### src/rfr_defs.svh
// constants for the rtu frame check and read responder
`ifndef RFR_DEFS_SVH
`define RFR_DEFS_SVH
`define RFR_CRC_INIT 16'hffff
`define RFR_CRC_POLY 16'ha001
`define RFR_FUNC_READ 8'h03
`define RFR_ADDR_BCAST 8'h00
`define RFR_MAX_WORDS 16'h0010
`define RFR_REQ_LEN 5'h08
`define RFR_MIN_CHECKED_LEN 5'h03
`define RFR_CHAR_OVERHEAD 4'h3
`define RFR_GAP_ABORT_HALFCHARS 8'h03
`define RFR_GAP_FRAME_HALFCHARS 8'h07
`define RFR_GAP_RESET 8'hff
`define RFR_BUF_DEPTH 2'h2
`endif

### src/rfr_pkg.sv
// types shared by the responder and its output buffer
package rfr_pkg;
   typedef enum logic [1:0] {
      RFR_PAR_NONE = 2'h0,
      RFR_PAR_EVEN = 2'h1,
      RFR_PAR_ODD = 2'h2
   } rfr_parity_t;
   typedef enum logic [2:0] {
      RFR_RX_IDLE = 3'h0,
      RFR_RX_START = 3'h1,
      RFR_RX_DATA = 3'h3,
      RFR_RX_PAR = 3'h2,
      RFR_RX_STOP = 3'h6
   } rfr_rx_t;
   typedef enum logic [2:0] {
      RFR_TX_IDLE = 3'h0,
      RFR_TX_START = 3'h1,
      RFR_TX_DATA = 3'h3,
      RFR_TX_PAR = 3'h2,
      RFR_TX_STOP = 3'h6
   } rfr_tx_t;
   typedef enum logic [2:0] {
      RFR_GEN_IDLE = 3'h0,
      RFR_GEN_ADDR = 3'h1,
      RFR_GEN_FUNC = 3'h3,
      RFR_GEN_CNT = 3'h2,
      RFR_GEN_HI = 3'h6,
      RFR_GEN_LO = 3'h7,
      RFR_GEN_CRCL = 3'h5,
      RFR_GEN_CRCH = 3'h4
   } rfr_gen_t;
endpackage : rfr_pkg

### src/rfr_byte_if.sv
// byte stream with valid and ready between responder stages
`timescale 1ns/1ns
interface rfr_byte_if;
   logic [7:0] data;
   logic valid;
   logic ready;
   modport producer (output data, output valid, input ready);
   modport consumer (input data, input valid, output ready);
endinterface : rfr_byte_if

### src/rfr_responder.sv
// rtu slave: character parity, frame crc, gap timing and read-words answer
`timescale 1ns/1ns
module rfr_responder
   import rfr_pkg::*;
(
   // clock and reset
   input wire logic clock,
   input wire logic resetn,
   // serial line toward the rs485 transceiver
   input wire logic rxd,
   output logic txd,
   output logic txEnable,
   // configuration
   input wire logic [7:0] stationAddr,
   input rfr_parity_t parityMode,
   input wire logic dataBits8,
   input wire logic [15:0] bitCycles,
   // word read port, data taken combinationally in the same cycle as the address
   output logic [15:0] wordAddr,
   input wire logic [15:0] wordData,
   // status pulses
   output logic parityErr,
   output logic crcErr,
   output logic frameAccepted
);
`include "rfr_defs.svh"

   // one crc byte step, shared by receive check and transmit generation
   function automatic logic [15:0] crcByte(input logic [15:0] c, input logic [7:0] b);
      logic [15:0] r;
      r = c ^ {8'h00, b};
      for (int i = 0; i < 8; i++) begin
         r = r[0] ? ((r >> 1) ^ `RFR_CRC_POLY) : (r >> 1);
      end
      return r;
   endfunction : crcByte

   // parity bit for the configured data width and sense
   function automatic logic parityBit(input logic [7:0] b, input logic eight,
                                      input rfr_parity_t mode);
      logic ones;
      ones = ^(eight ? b : {1'b0, b[6:0]});
      return (mode == RFR_PAR_ODD) ? ~ones : ones;
   endfunction : parityBit

   rfr_rx_t rxState;
   rfr_tx_t txState;
   rfr_gen_t genState;
   logic [15:0] bitLast;
   logic [15:0] halfLast;
   logic [15:0] rxCnt;
   logic [3:0] rxBits;
   logic [3:0] dataCount;
   logic [7:0] rxShift;
   logic [7:0] rxByte;
   logic rxByteStb;
   logic rxParBad;
   logic rxStopBad;
   logic [15:0] hbCnt;
   logic hbTick;
   logic [7:0] gapCnt;
   logic [3:0] charBits;
   logic [7:0] shortLimit;
   logic [7:0] longLimit;
   logic lineIdle;
   logic shortEdge;
   logic longEdge;
   logic frameOpen;
   logic frameBad;
   logic [4:0] byteCnt;
   logic [7:0] reqByte [0:5];
   logic [7:0] lastByte;
   logic [7:0] prevByte;
   logic [15:0] crcRun;
   logic [15:0] crcLag1;
   logic [15:0] crcLag2;
   logic frameClose;
   logic crcGood;
   logic [15:0] reqCount;
   logic countOk;
   logic forUs;
   logic readOk;
   logic respPending;
   logic [15:0] respAddr;
   logic [4:0] respWords;
   logic genStart;
   logic [4:0] wordsLeft;
   logic [15:0] crcTx;
   logic [7:0] genByte;
   logic genPush;
   logic [15:0] txCnt;
   logic [3:0] txIdx;
   logic [7:0] txByte;
   logic [7:0] txShift;
   logic stopLeft;
   logic txTake;

   rfr_byte_if genToBuf ();
   rfr_byte_if bufToTx ();

   rfr_byte_buf respBuf (
      .clock(clock),
      .resetn(resetn),
      .fill(genToBuf.consumer),
      .drain(bufToTx.producer)
   );

   // bit timing derived from the configured bit period
   assign bitLast = bitCycles - 16'h0001;
   assign halfLast = {1'b0, bitCycles[15:1]} - 16'h0001;
   assign dataCount = dataBits8 ? 4'h8 : 4'h7;
   assign charBits = dataCount + `RFR_CHAR_OVERHEAD;
   assign rxByte = dataBits8 ? rxShift : {1'b0, rxShift[7:1]};

   // receive character engine; own echo is ignored while driving the line
   always_ff @(posedge clock or negedge resetn) begin
      if (!resetn) begin
         rxState <= RFR_RX_IDLE;
         rxCnt <= 16'h0000;
         rxBits <= 4'h0;
         rxShift <= 8'h00;
         rxByteStb <= 1'b0;
         rxParBad <= 1'b0;
         rxStopBad <= 1'b0;
      end else begin
         rxByteStb <= 1'b0;
         if (txEnable) begin
            rxState <= RFR_RX_IDLE;
         end else begin
            unique case (rxState)
               RFR_RX_IDLE: begin
                  rxCnt <= 16'h0000;
                  if (!rxd) rxState <= RFR_RX_START;
               end
               RFR_RX_START: begin
                  rxCnt <= rxCnt + 16'h0001;
                  if (rxCnt == halfLast) begin
                     rxCnt <= 16'h0000;
                     rxBits <= 4'h0;
                     rxState <= rxd ? RFR_RX_IDLE : RFR_RX_DATA; // glitch rejected
                  end
               end
               RFR_RX_DATA: begin
                  rxCnt <= rxCnt + 16'h0001;
                  if (rxCnt == bitLast) begin
                     rxCnt <= 16'h0000;
                     rxShift <= {rxd, rxShift[7:1]};
                     rxBits <= rxBits + 4'h1;
                     rxParBad <= 1'b0;
                     if (rxBits + 4'h1 == dataCount) begin
                        rxState <= (parityMode == RFR_PAR_NONE) ? RFR_RX_STOP : RFR_RX_PAR;
                     end
                  end
               end
               RFR_RX_PAR: begin
                  rxCnt <= rxCnt + 16'h0001;
                  if (rxCnt == bitLast) begin
                     rxCnt <= 16'h0000;
                     rxParBad <= (rxd != parityBit(rxByte, dataBits8, parityMode));
                     rxState <= RFR_RX_STOP;
                  end
               end
               RFR_RX_STOP: begin
                  rxCnt <= rxCnt + 16'h0001;
                  if (rxCnt == bitLast) begin
                     rxStopBad <= !rxd;
                     rxByteStb <= 1'b1;
                     rxState <= RFR_RX_IDLE;
                  end
               end
            endcase
         end
      end
   end

   // half-bit enable pulse from a free-running divider
   always_ff @(posedge clock or negedge resetn) begin
      if (!resetn) begin
         hbCnt <= 16'h0000;
      end else begin
         hbCnt <= hbTick ? 16'h0000 : hbCnt + 16'h0001;
      end
   end
   assign hbTick = (hbCnt >= halfLast);

   // line silence measured in half-bits; starts saturated so the first frame counts
   assign lineIdle = (rxState == RFR_RX_IDLE) && !txEnable && rxd;
   assign shortLimit = {4'h0, charBits} * `RFR_GAP_ABORT_HALFCHARS;
   assign longLimit = {4'h0, charBits} * `RFR_GAP_FRAME_HALFCHARS;
   assign shortEdge = lineIdle && hbTick && (gapCnt + 8'h01 == shortLimit);
   assign longEdge = lineIdle && hbTick && (gapCnt + 8'h01 == longLimit);
   always_ff @(posedge clock or negedge resetn) begin
      if (!resetn) begin
         gapCnt <= `RFR_GAP_RESET;
      end else if (!lineIdle) begin
         gapCnt <= 8'h00;
      end else if (hbTick && gapCnt != `RFR_GAP_RESET) begin
         gapCnt <= gapCnt + 8'h01;
      end
   end

   // frame assembly and running crc over received bytes
   always_ff @(posedge clock or negedge resetn) begin
      if (!resetn) begin
         frameOpen <= 1'b0;
         frameBad <= 1'b0;
         byteCnt <= 5'h00;
         lastByte <= 8'h00;
         prevByte <= 8'h00;
         crcRun <= `RFR_CRC_INIT;
         crcLag1 <= `RFR_CRC_INIT;
         crcLag2 <= `RFR_CRC_INIT;
         for (int i = 0; i < 6; i++) reqByte[i] <= 8'h00;
      end else if (rxByteStb) begin
         frameOpen <= 1'b1;
         prevByte <= lastByte;
         lastByte <= rxByte;
         if (byteCnt < 5'h06 || !frameOpen) reqByte[frameOpen ? byteCnt[2:0] : 3'h0] <= rxByte;
         if (!frameOpen) begin
            byteCnt <= 5'h01;
            frameBad <= rxParBad || rxStopBad;
            crcRun <= crcByte(`RFR_CRC_INIT, rxByte);
            crcLag1 <= `RFR_CRC_INIT;
            crcLag2 <= `RFR_CRC_INIT;
         end else begin
            if (byteCnt != 5'h1f) byteCnt <= byteCnt + 5'h01;
            frameBad <= frameBad || rxParBad || rxStopBad;
            crcRun <= crcByte(crcRun, rxByte);
            crcLag1 <= crcRun;
            crcLag2 <= crcLag1; // crc over all but the last two bytes
         end
      end else if (shortEdge) begin
         frameOpen <= 1'b0;
      end
   end

   // frame verdict at the 1.5 character silence
   assign frameClose = shortEdge && frameOpen;
   assign crcGood = (crcLag2 == {lastByte, prevByte});
   assign reqCount = {reqByte[4], reqByte[5]};
   assign countOk = (reqCount != 16'h0000) && (reqCount <= `RFR_MAX_WORDS);
   assign forUs = (reqByte[0] == stationAddr) || (reqByte[0] == `RFR_ADDR_BCAST);
   assign readOk = !frameBad && crcGood && (byteCnt == `RFR_REQ_LEN)
      && (reqByte[0] == stationAddr) && (reqByte[0] != `RFR_ADDR_BCAST)
      && (reqByte[1] == `RFR_FUNC_READ) && countOk;

   // status pulses
   always_ff @(posedge clock or negedge resetn) begin
      if (!resetn) begin
         parityErr <= 1'b0;
         crcErr <= 1'b0;
         frameAccepted <= 1'b0;
      end else begin
         parityErr <= rxByteStb && rxParBad;
         crcErr <= frameClose && byteCnt >= `RFR_MIN_CHECKED_LEN && !crcGood;
         frameAccepted <= frameClose && !frameBad && crcGood && forUs
            && byteCnt >= `RFR_MIN_CHECKED_LEN;
      end
   end

   // pending answer waits for the full inter-frame gap; a new byte cancels it
   always_ff @(posedge clock or negedge resetn) begin
      if (!resetn) begin
         respPending <= 1'b0;
         respAddr <= 16'h0000;
         respWords <= 5'h00;
      end else if (frameClose) begin
         respPending <= readOk;
         respAddr <= {reqByte[2], reqByte[3]};
         respWords <= reqCount[4:0];
      end else if (rxByteStb || genStart) begin
         respPending <= 1'b0;
      end
   end
   assign genStart = longEdge && respPending && genState == RFR_GEN_IDLE;

   // response byte selection
   always_comb begin
      unique case (genState)
         RFR_GEN_IDLE: genByte = 8'h00;
         RFR_GEN_ADDR: genByte = stationAddr;
         RFR_GEN_FUNC: genByte = `RFR_FUNC_READ;
         RFR_GEN_CNT: genByte = {2'h0, respWords, 1'b0};
         RFR_GEN_HI: genByte = wordData[15:8];
         RFR_GEN_LO: genByte = wordData[7:0];
         RFR_GEN_CRCL: genByte = crcTx[7:0];
         RFR_GEN_CRCH: genByte = crcTx[15:8];
      endcase
   end
   assign genToBuf.data = genByte;
   assign genToBuf.valid = (genState != RFR_GEN_IDLE);
   assign genPush = genToBuf.valid && genToBuf.ready;

   // response generator; stalls while the buffer is full
   always_ff @(posedge clock or negedge resetn) begin
      if (!resetn) begin
         genState <= RFR_GEN_IDLE;
         wordsLeft <= 5'h00;
         wordAddr <= 16'h0000;
         crcTx <= `RFR_CRC_INIT;
      end else if (genStart) begin
         genState <= RFR_GEN_ADDR;
         wordsLeft <= respWords;
         wordAddr <= respAddr;
         crcTx <= `RFR_CRC_INIT;
      end else if (genPush) begin
         if (genState != RFR_GEN_CRCL && genState != RFR_GEN_CRCH) begin
            crcTx <= crcByte(crcTx, genByte);
         end
         unique case (genState)
            RFR_GEN_IDLE: genState <= RFR_GEN_IDLE;
            RFR_GEN_ADDR: genState <= RFR_GEN_FUNC;
            RFR_GEN_FUNC: genState <= RFR_GEN_CNT;
            RFR_GEN_CNT: genState <= RFR_GEN_HI;
            RFR_GEN_HI: genState <= RFR_GEN_LO;
            RFR_GEN_LO: begin
               wordAddr <= wordAddr + 16'h0001;
               wordsLeft <= wordsLeft - 5'h01;
               genState <= (wordsLeft == 5'h01) ? RFR_GEN_CRCL : RFR_GEN_HI;
            end
            RFR_GEN_CRCL: genState <= RFR_GEN_CRCH;
            RFR_GEN_CRCH: genState <= RFR_GEN_IDLE;
         endcase
      end
   end

   // serializer pulls a byte only when the line is free
   assign txTake = (txState == RFR_TX_IDLE);
   assign bufToTx.ready = txTake;
   always_ff @(posedge clock or negedge resetn) begin
      if (!resetn) begin
         txState <= RFR_TX_IDLE;
         txCnt <= 16'h0000;
         txIdx <= 4'h0;
         txByte <= 8'h00;
         txShift <= 8'h00;
         stopLeft <= 1'b0;
         txd <= 1'b1;
      end else begin
         txCnt <= (txCnt == bitLast) ? 16'h0000 : txCnt + 16'h0001;
         unique case (txState)
            RFR_TX_IDLE: begin
               txd <= 1'b1;
               txCnt <= 16'h0000;
               if (bufToTx.valid) begin
                  txByte <= bufToTx.data;
                  txShift <= bufToTx.data;
                  txd <= 1'b0; // start bit
                  txState <= RFR_TX_START;
               end
            end
            RFR_TX_START, RFR_TX_DATA: if (txCnt == bitLast) begin
               if (txState == RFR_TX_DATA && txIdx == dataCount) begin
                  if (parityMode == RFR_PAR_NONE) begin
                     txd <= 1'b1;
                     stopLeft <= 1'b1;
                     txState <= RFR_TX_STOP;
                  end else begin
                     txd <= parityBit(txByte, dataBits8, parityMode);
                     txState <= RFR_TX_PAR;
                  end
               end else begin
                  txd <= txShift[0];
                  txShift <= txShift >> 1;
                  txIdx <= (txState == RFR_TX_START) ? 4'h1 : txIdx + 4'h1;
                  txState <= RFR_TX_DATA;
               end
            end
            RFR_TX_PAR: if (txCnt == bitLast) begin
               txd <= 1'b1;
               stopLeft <= 1'b0;
               txState <= RFR_TX_STOP;
            end
            RFR_TX_STOP: if (txCnt == bitLast) begin
               if (stopLeft) stopLeft <= 1'b0;
               else txState <= RFR_TX_IDLE;
            end
            default: txState <= RFR_TX_IDLE;
         endcase
      end
   end

   // driver enable covers the whole answer, released after the last stop bit
   always_ff @(posedge clock or negedge resetn) begin
      if (!resetn) begin
         txEnable <= 1'b0;
      end else begin
         txEnable <= genStart || genState != RFR_GEN_IDLE || bufToTx.valid
            || txState != RFR_TX_IDLE;
      end
   end
endmodule : rfr_responder

### src/rfr_byte_buf.sv
// two-entry byte buffer so a stalled serializer loses no response byte
`timescale 1ns/1ns
module rfr_byte_buf
   import rfr_pkg::*;
(
   // clock and reset
   input wire logic clock,
   input wire logic resetn,
   // filling and draining sides
   rfr_byte_if.consumer fill,
   rfr_byte_if.producer drain
);
`include "rfr_defs.svh"

   logic [7:0] mem [0:1];
   logic wrPtr;
   logic rdPtr;
   logic [1:0] count;
   logic doWrite;
   logic doRead;

   assign doWrite = fill.valid && fill.ready;
   assign doRead = drain.valid && drain.ready;
   // full and empty straight from the occupancy count
   assign fill.ready = (count != `RFR_BUF_DEPTH);
   assign drain.valid = (count != 2'h0);
   assign drain.data = mem[rdPtr];

   // storage, written only while not full
   always_ff @(posedge clock) begin
      if (doWrite) begin
         mem[wrPtr] <= fill.data;
      end
   end

   // pointers and occupancy
   always_ff @(posedge clock or negedge resetn) begin
      if (!resetn) begin
         wrPtr <= 1'b0;
         rdPtr <= 1'b0;
         count <= 2'h0;
      end else begin
         if (doWrite) wrPtr <= ~wrPtr;
         if (doRead) rdPtr <= ~rdPtr;
         count <= count + {1'b0, doWrite} - {1'b0, doRead};
      end
   end
endmodule : rfr_byte_buf

### config.mk
export PLATFORM = sky130hd
export DESIGN_NAME = rfr_responder
export DESIGN_NICKNAME = d
export VERILOG_FILES = /design/src/rfr_pkg.sv /design/src/rfr_byte_if.sv /design/src/rfr_responder.sv /design/src/rfr_byte_buf.sv
export VERILOG_INCLUDE_DIRS = /design/src /design/src/src
export SDC_FILE = /design/constraint.sdc
export NUM_CORES = 1
export LEC_CHECK = 0
export ABC_AREA = 1
export BUFFER_PORTS_ARGS = -buffer_cell sky130_fd_sc_hd__buf_2
export CORE_ASPECT_RATIO = 1.75
export CORE_MARGIN = 4
export CORE_UTILIZATION = 40
export CTS_CLUSTER_DIAMETER = 60
export CTS_CLUSTER_SIZE = 25
export DETAILED_ROUTE_END_ITERATION = 10
export HOLD_SLACK_MARGIN = 0.08
export SYNTH_ARGS = -nofsm -noshare
export SYNTH_HDL_FRONTEND = slang
export SYNTH_HIERARCHICAL = 1
export SYNTH_SLANG_ARGS = --single-unit
### constraint.sdc
create_clock -name clock -period 6.9 [get_ports clock]
set_input_delay 1.38 -clock clock [delete_from_list [all_inputs] [get_ports clock]]
set_output_delay 1.38 -clock clock [all_outputs]
set_load 0.01 [all_outputs]
## After elaboration in Yosys (flattened, before gate mapping)

Memories as Yosys holds them, arrays and structs flattened.
Index checks and enable logic that the tools add are counted.

| cells by class | value |
|---|---|
| reduce and logical (&&, ||, !) cells | 83 |
| equality and inequality tests | 54 |
| $add $sub $neg | 14 |
| bitwise gates (word level) | 34 |
| mux-type cells | 110 |
| magnitude comparators | 6 |
| $mul | 2 |

Operators by type and width:

| kind | number |
|---|---|
| $mux W16 | 38 |
| $mux W8 | 9 |
| $not A2 Y3 | 24 |
| $add A16 B1 Y16 const B | 4 |
| $eq A16 B16 Y1 | 4 |
| $pmux W16 S4 | 1 |
| $pmux W8 S8 | 1 |
| $mux W3 | 17 |
| $bwmux W48 | 1 |
| $xor A16 B8 Y16 | 2 |
| $logic_and A1 B1 Y1 | 28 |
| $mux W5 | 5 |
| $demux W8 S3 | 1 |
| $ne A2 B2 Y1 const B | 12 |
| $ne A3 B3 Y1 const B | 8 |
| $mux W1 | 23 |
| $pmux W3 S7 | 1 |
| $reduce_bool A2 Y1 | 10 |
| $eq A3 B2 Y1 const B | 6 |
| $eq A3 B3 Y1 const B | 6 |
| $ge A16 B16 Y1 | 1 |
| $le A16 B5 Y1 const B | 1 |
| $mux W4 | 4 |
| $not A8 Y16 | 1 |
| other kinds (52) | 95 |

| storage, ports and cells | value |
|---|---|
| register bits after elaboration | 288 |
| logic and storage cells | 348 |
| output and inout port bits | 21 |
| input port bits | 46 |
| RAM bits | 16 |
| memories kept | 1 |

Memory list:

| memory | words | bits a word | read ports | clocked after Yosys merged registers in | write ports | RTL line | RTL |
|---|---|---|---|---|---|---|---|
| respBuf.mem | 2 | 8 | 1 | 0 | 1 | rfr_byte_buf.sv:15 | `logic [7:0] mem [0:1];` |

## Depth between registers and ports, before layout

| logic depth | value |
|---|---|
| word-level depth | 22 |
| depth in mapped cells | 22 |
| mapped depth without buffers | 22 |

## Modules after synthesis

The synthesis kept the hierarchy.

By module, submodules not included:

| module | cells an instance | seq. area each (um^2) | area each (um^2) | instances |
|---|---|---|---|---|
| rfr_responder | 2053 | 6935.4 | 15843.9 | 1 |
| rfr_byte_buf | 73 | 580.6 | 828.3 | 1 |

## Worst setup path after synthesis

No wires, ideal clock.

| path | value |
|---|---|
| kind | input-to-reg |
| start point | input port bitCycles[1] |
| end point | register respAddr[10] |
| setup slack | 2692 ps |
| library setup time | 125 ps |
| buffers on the path | 1 |
| required time | 6775 ps |
| stages | 18 |
| arrival | 4083 ps |
| cell sequence | inv_1 -> ha_1 -> nand2_2 -> nor2_1 -> nand2_1 -> xor2_1 -> ha_1 -> nand2_1 -> inv_1 -> nand3_1 -> nor3_1 -> nand3_1 -> nand3_1 -> nand2_1 -> nor2_1 -> nand2_1 -> clkbuf_1 -> mux2_2 |

| between the ends | value |
|---|---|
| longest elaborated chain between the ends | 5 |

RTL lines:

| what | RTL line | RTL |
|---|---|---|
| start: declaration | rfr_responder.sv:17 | `input wire logic [15:0] bitCycles,` |
| $sub A15 B1 Y16 | rfr_responder.sv:110 | `assign halfLast = {1'b0, bitCycles[15:1]} - 16'h0001;` |
| $ge A16 B16 Y1 | rfr_responder.sv:184 | `assign hbTick = (hbCnt >= halfLast);` |
| $logic_and A1 B1 Y1 (2 in a row) | rfr_responder.sv:190 | `assign shortEdge = lineIdle && hbTick && (gapCnt + 8'h01 == shortLimit);` |
| $logic_and A1 B1 Y1 | rfr_responder.sv:238 | `assign frameClose = shortEdge && frameOpen;` |
| end signal: assignment | rfr_responder.sv:269 | `respAddr <= {reqByte[2], reqByte[3]};` |
| end: declaration | rfr_responder.sv:84 | `logic [15:0] respAddr;` |

Every way passes these cells.
A chain may end at the register's enable or synchronous reset.

## Worst setup path after layout

| path | value |
|---|---|
| start point | input port bitCycles[1] |
| end point | register respAddr[12] |

The elaborated chain is that of the path after synthesis.

==> impl_metrics.json <==
{
  "ctsHtreeMaxLevel": 1,
  "leakage_nw": 8.74,
  "syn_inst": 2126,
  "synth_top_family_by_area": "simple AND/OR/NAND/NOR gates",
  "antenna_found_initial": 0,
  "clk_latency_ps": 530,
  "grt_setup_unrepaired": "no",
  "ant_nets": 0,
  "timing.final.crit_share": 0.708,
  "fin_skew_ps": 18.5,
  "worst_pin_slew_ps": 1150,
  "cts_sinks": 294,
  "wl_per_cell_um": 16.7,
  "grt_pass1_wl_mm": 73.3,
  "tns_ps": 0,
  "worstSetupStartpointType": "input pin",
  "synthToLayoutAreaGrowth_pct": 8.98,
  "rr_startpoint": "genState[1]$_DFFE_PN0P_",
  "yosys_warnings": 6,
  "status": "complete, no violations",
  "layout_commonest_cell": "nand2_1",
  "fillers": 4173,
  "dp_hpwl_mm": 35.3,
  "ys.flop_type": "dfrtp_1",
  "worst-setup-path-type": "input pin to flop",
  "gp_congestion": 0.963,
  "grt_start_max_net_pins": 172,
  "clock.fmax_mhz": 205,
  "rows": 98,
  "synth_area_per_cell_um2": 7.84,
  "critPathCapture": "respAddr[12]$_DFFE_PN0P_",
  "post_cts_buffers": 0,
  "slew_headroom": 0.230,
  "grt_pass1_vias": 14500,
  "reg2reg_to": "crcTx[15]$_DFFE_PN1P_",
  "drv_slew": 0,
  "core_mm2": 0.0411,
  "r2r_cells": 19,
  "start_util": 0.406,
  "cts_root_buf": "clkbuf_16",
  "ys_async_sr_fraction": 0.946,
  "dr.pass1.iters": 5,
  "tritoncts": "done",
  "overflow": 0,
  "avgViaCountPerCell": 5.17,
  "critPathLaunch": "bitCycles[1]",
  "numCtsBuffers": 19,
  "yosys.area_share.simple": 0.274,
  "nets": 2252,
  "setup_ws_ps": 2020,
  "final_area_mm2": 0.0182,
  "wirelength_mm": 45.7,
  "hp-start": "txd$_DFFE_PN1P_",
  "postPlaceCellArea_mm2": 0.0175,
  "die-height_um": 278,
  "synthAdderAreaFrac": 0.0240,
  "max-vdd-ir-drop_mv": 0.152,
  "setup_viol": 0,
  "yosys_register_bits": 294,
  "cp.arrival_ps": 5290,
  "synthesis.nets": 2204,
  "die_area_mm2": 0.0451,
  "ys_types": 59,
  "finalHoldViolations": 0,
  "clk_path_buf_depth": 3,
  "die_w_um": 162,
  "drcViolationCount": 0,
  "endpoint_kind": "flop",
  "cts_resized": 0,
  "powerDensity_mw_per_mm2": 185,
  "r2r_slack_ps": 3390,
  "pre_cts_ws_ps": 1440,
  "yosysSeqAreaShare": 0.451,
  "required_ps": 7310,
  "synthMuxAreaShare": 0.0101,
  "netlist_area_mm2": 0.0167,
  "dr.first_iter.drc_count": 777,
  "track_usage": 0.201,
  "critical_path.max_fanout": 29,
  "hold_buffers": 0,
  "final_cell_mix": "614 x nand2_1, 244 x inv_1, 215 x dfrtp_1",
  "synth_compound_area_frac": 0.0988,
  "cap_violations": 0,
  "synth_edf_count": 16,
  "drive_gt1_frac": 0.107,
  "min_period_ps": 4880,
  "min_path_type": "flop to flop",
  "ioPinCount": 67,
  "port_buffers": 66,
  "via_count": 14100,
  "clk_pin_slew_ps": 90,
  "synth_xor_area_frac": 0.0713
}
==> where the power goes <==
part	leakage, nW	switching (W)	internal (W)	total (W)
logic	5.26	0.000208	0.000118	0.000326
clock network	0.299	0.000662	0.000546	0.00121
registers	3.18	0.0000467	0.00178	0.00183
==> stage by stage <==
stage	util	hold WS, ps	total power (W)	instances
floorplan	-	442	0.00206	2126
global placement	0.427	452	0.00218	2703
detailed placement	0.427	451	0.00219	2703
CTS	0.442	464	0.00341	2736
global route	0.442	499	0.00352	2736
finish	0.442	460	0.00336	2737
==> worst max-delay path, cell delays in order <==
cell and delay, ps:
buf_2 100, inv_1 140, ha_1 300, nand2_2 110, nor2_1 350, nand2_1 170, xor2_1 170, ha_1 270
nand2_1 60, inv_1 50, nand3_1 80, nor3_1 200, nand3_1 100, nand3_1 90, buf_4 220, nand2_1 170
nor2_1 230, nand2_1 590, mux2_2 500
==> cell families after synthesis <==
kind of cell / after synthesis
fa+ha+maj: 32
flops: 294
buf+inv: 304
mux: 15
compound gates: 285
xor+xnor: 130
simple gates: 1066
==> state kept, by name (all words and copies together), names as in the netlist, 11 cells and up, named ones only <==
name and cells:
reqByte 48, crcRun 16, crcTx 16, hbCnt 16, respAddr 16, respBuf/mem 16, rxCnt 16, txCnt 16
wordAddr 16, crcLag1 11, crcLag2 11
==> worst min path at each step <==
stage | end | slack (ps) | cells past startpoint
after global placement | txd$_DFFE_PN1P_ | 450 | 2
after detailed placement | txd$_DFFE_PN1P_ | 450 | 2
after global routing | txd$_DFFE_PN1P_ | 500 | 2
after CTS | txd$_DFFE_PN1P_ | 460 | 2
after floorplan | txByte[7]$_DFFE_PN0P_ | 440 | 2
final | txd$_DFFE_PN1P_ | 460 | 2
==> final cells by class <==
| cell class | count | area, um2 | share of cell area |
|---|---|---|---|
| Antenna cell | 1 | 2.50 | 0.000138 |
| Clock buffer | 22 | 487 | 0.0268 |
| Clock inverter | 11 | 136 | 0.00751 |
| Inverter | 259 | 975 | 0.0536 |
| Multi-Input combinational cell | 1528 | 7970 | 0.439 |
| Sequential cell | 294 | 7520 | 0.414 |
| Tap cell | 550 | 688 | 0.0379 |
| Timing Repair Buffer | 72 | 398 | 0.0219 |
==> synth_stat cells, types with 25 or more instances <==
cell type  count  share of area
nand2_1      614           0.14
nand4_1       40          0.015
clkbuf_1      27         0.0061
o21ai_0      139          0.042
nor2_1       176          0.040
nand3_1      134          0.040
xor2_1        90          0.047
a21oi_1       44          0.013
xnor2_1       35          0.018
dfrtp_1      215           0.32
a22oi_1       25          0.011
ha_1          32          0.024
inv_1        244          0.055
dfstp_2       63          0.099
nor3_1        31         0.0093
==> per-layer routing <==
metal  up-vias  track usage  share of wire
li1       7007            -              -
met1      6699        0.206           0.36
met2       297        0.389           0.54
met3       140       0.0173          0.030
met4         0        0.120          0.069
met5         -            0              0
(Power assumes the default switching activity.)
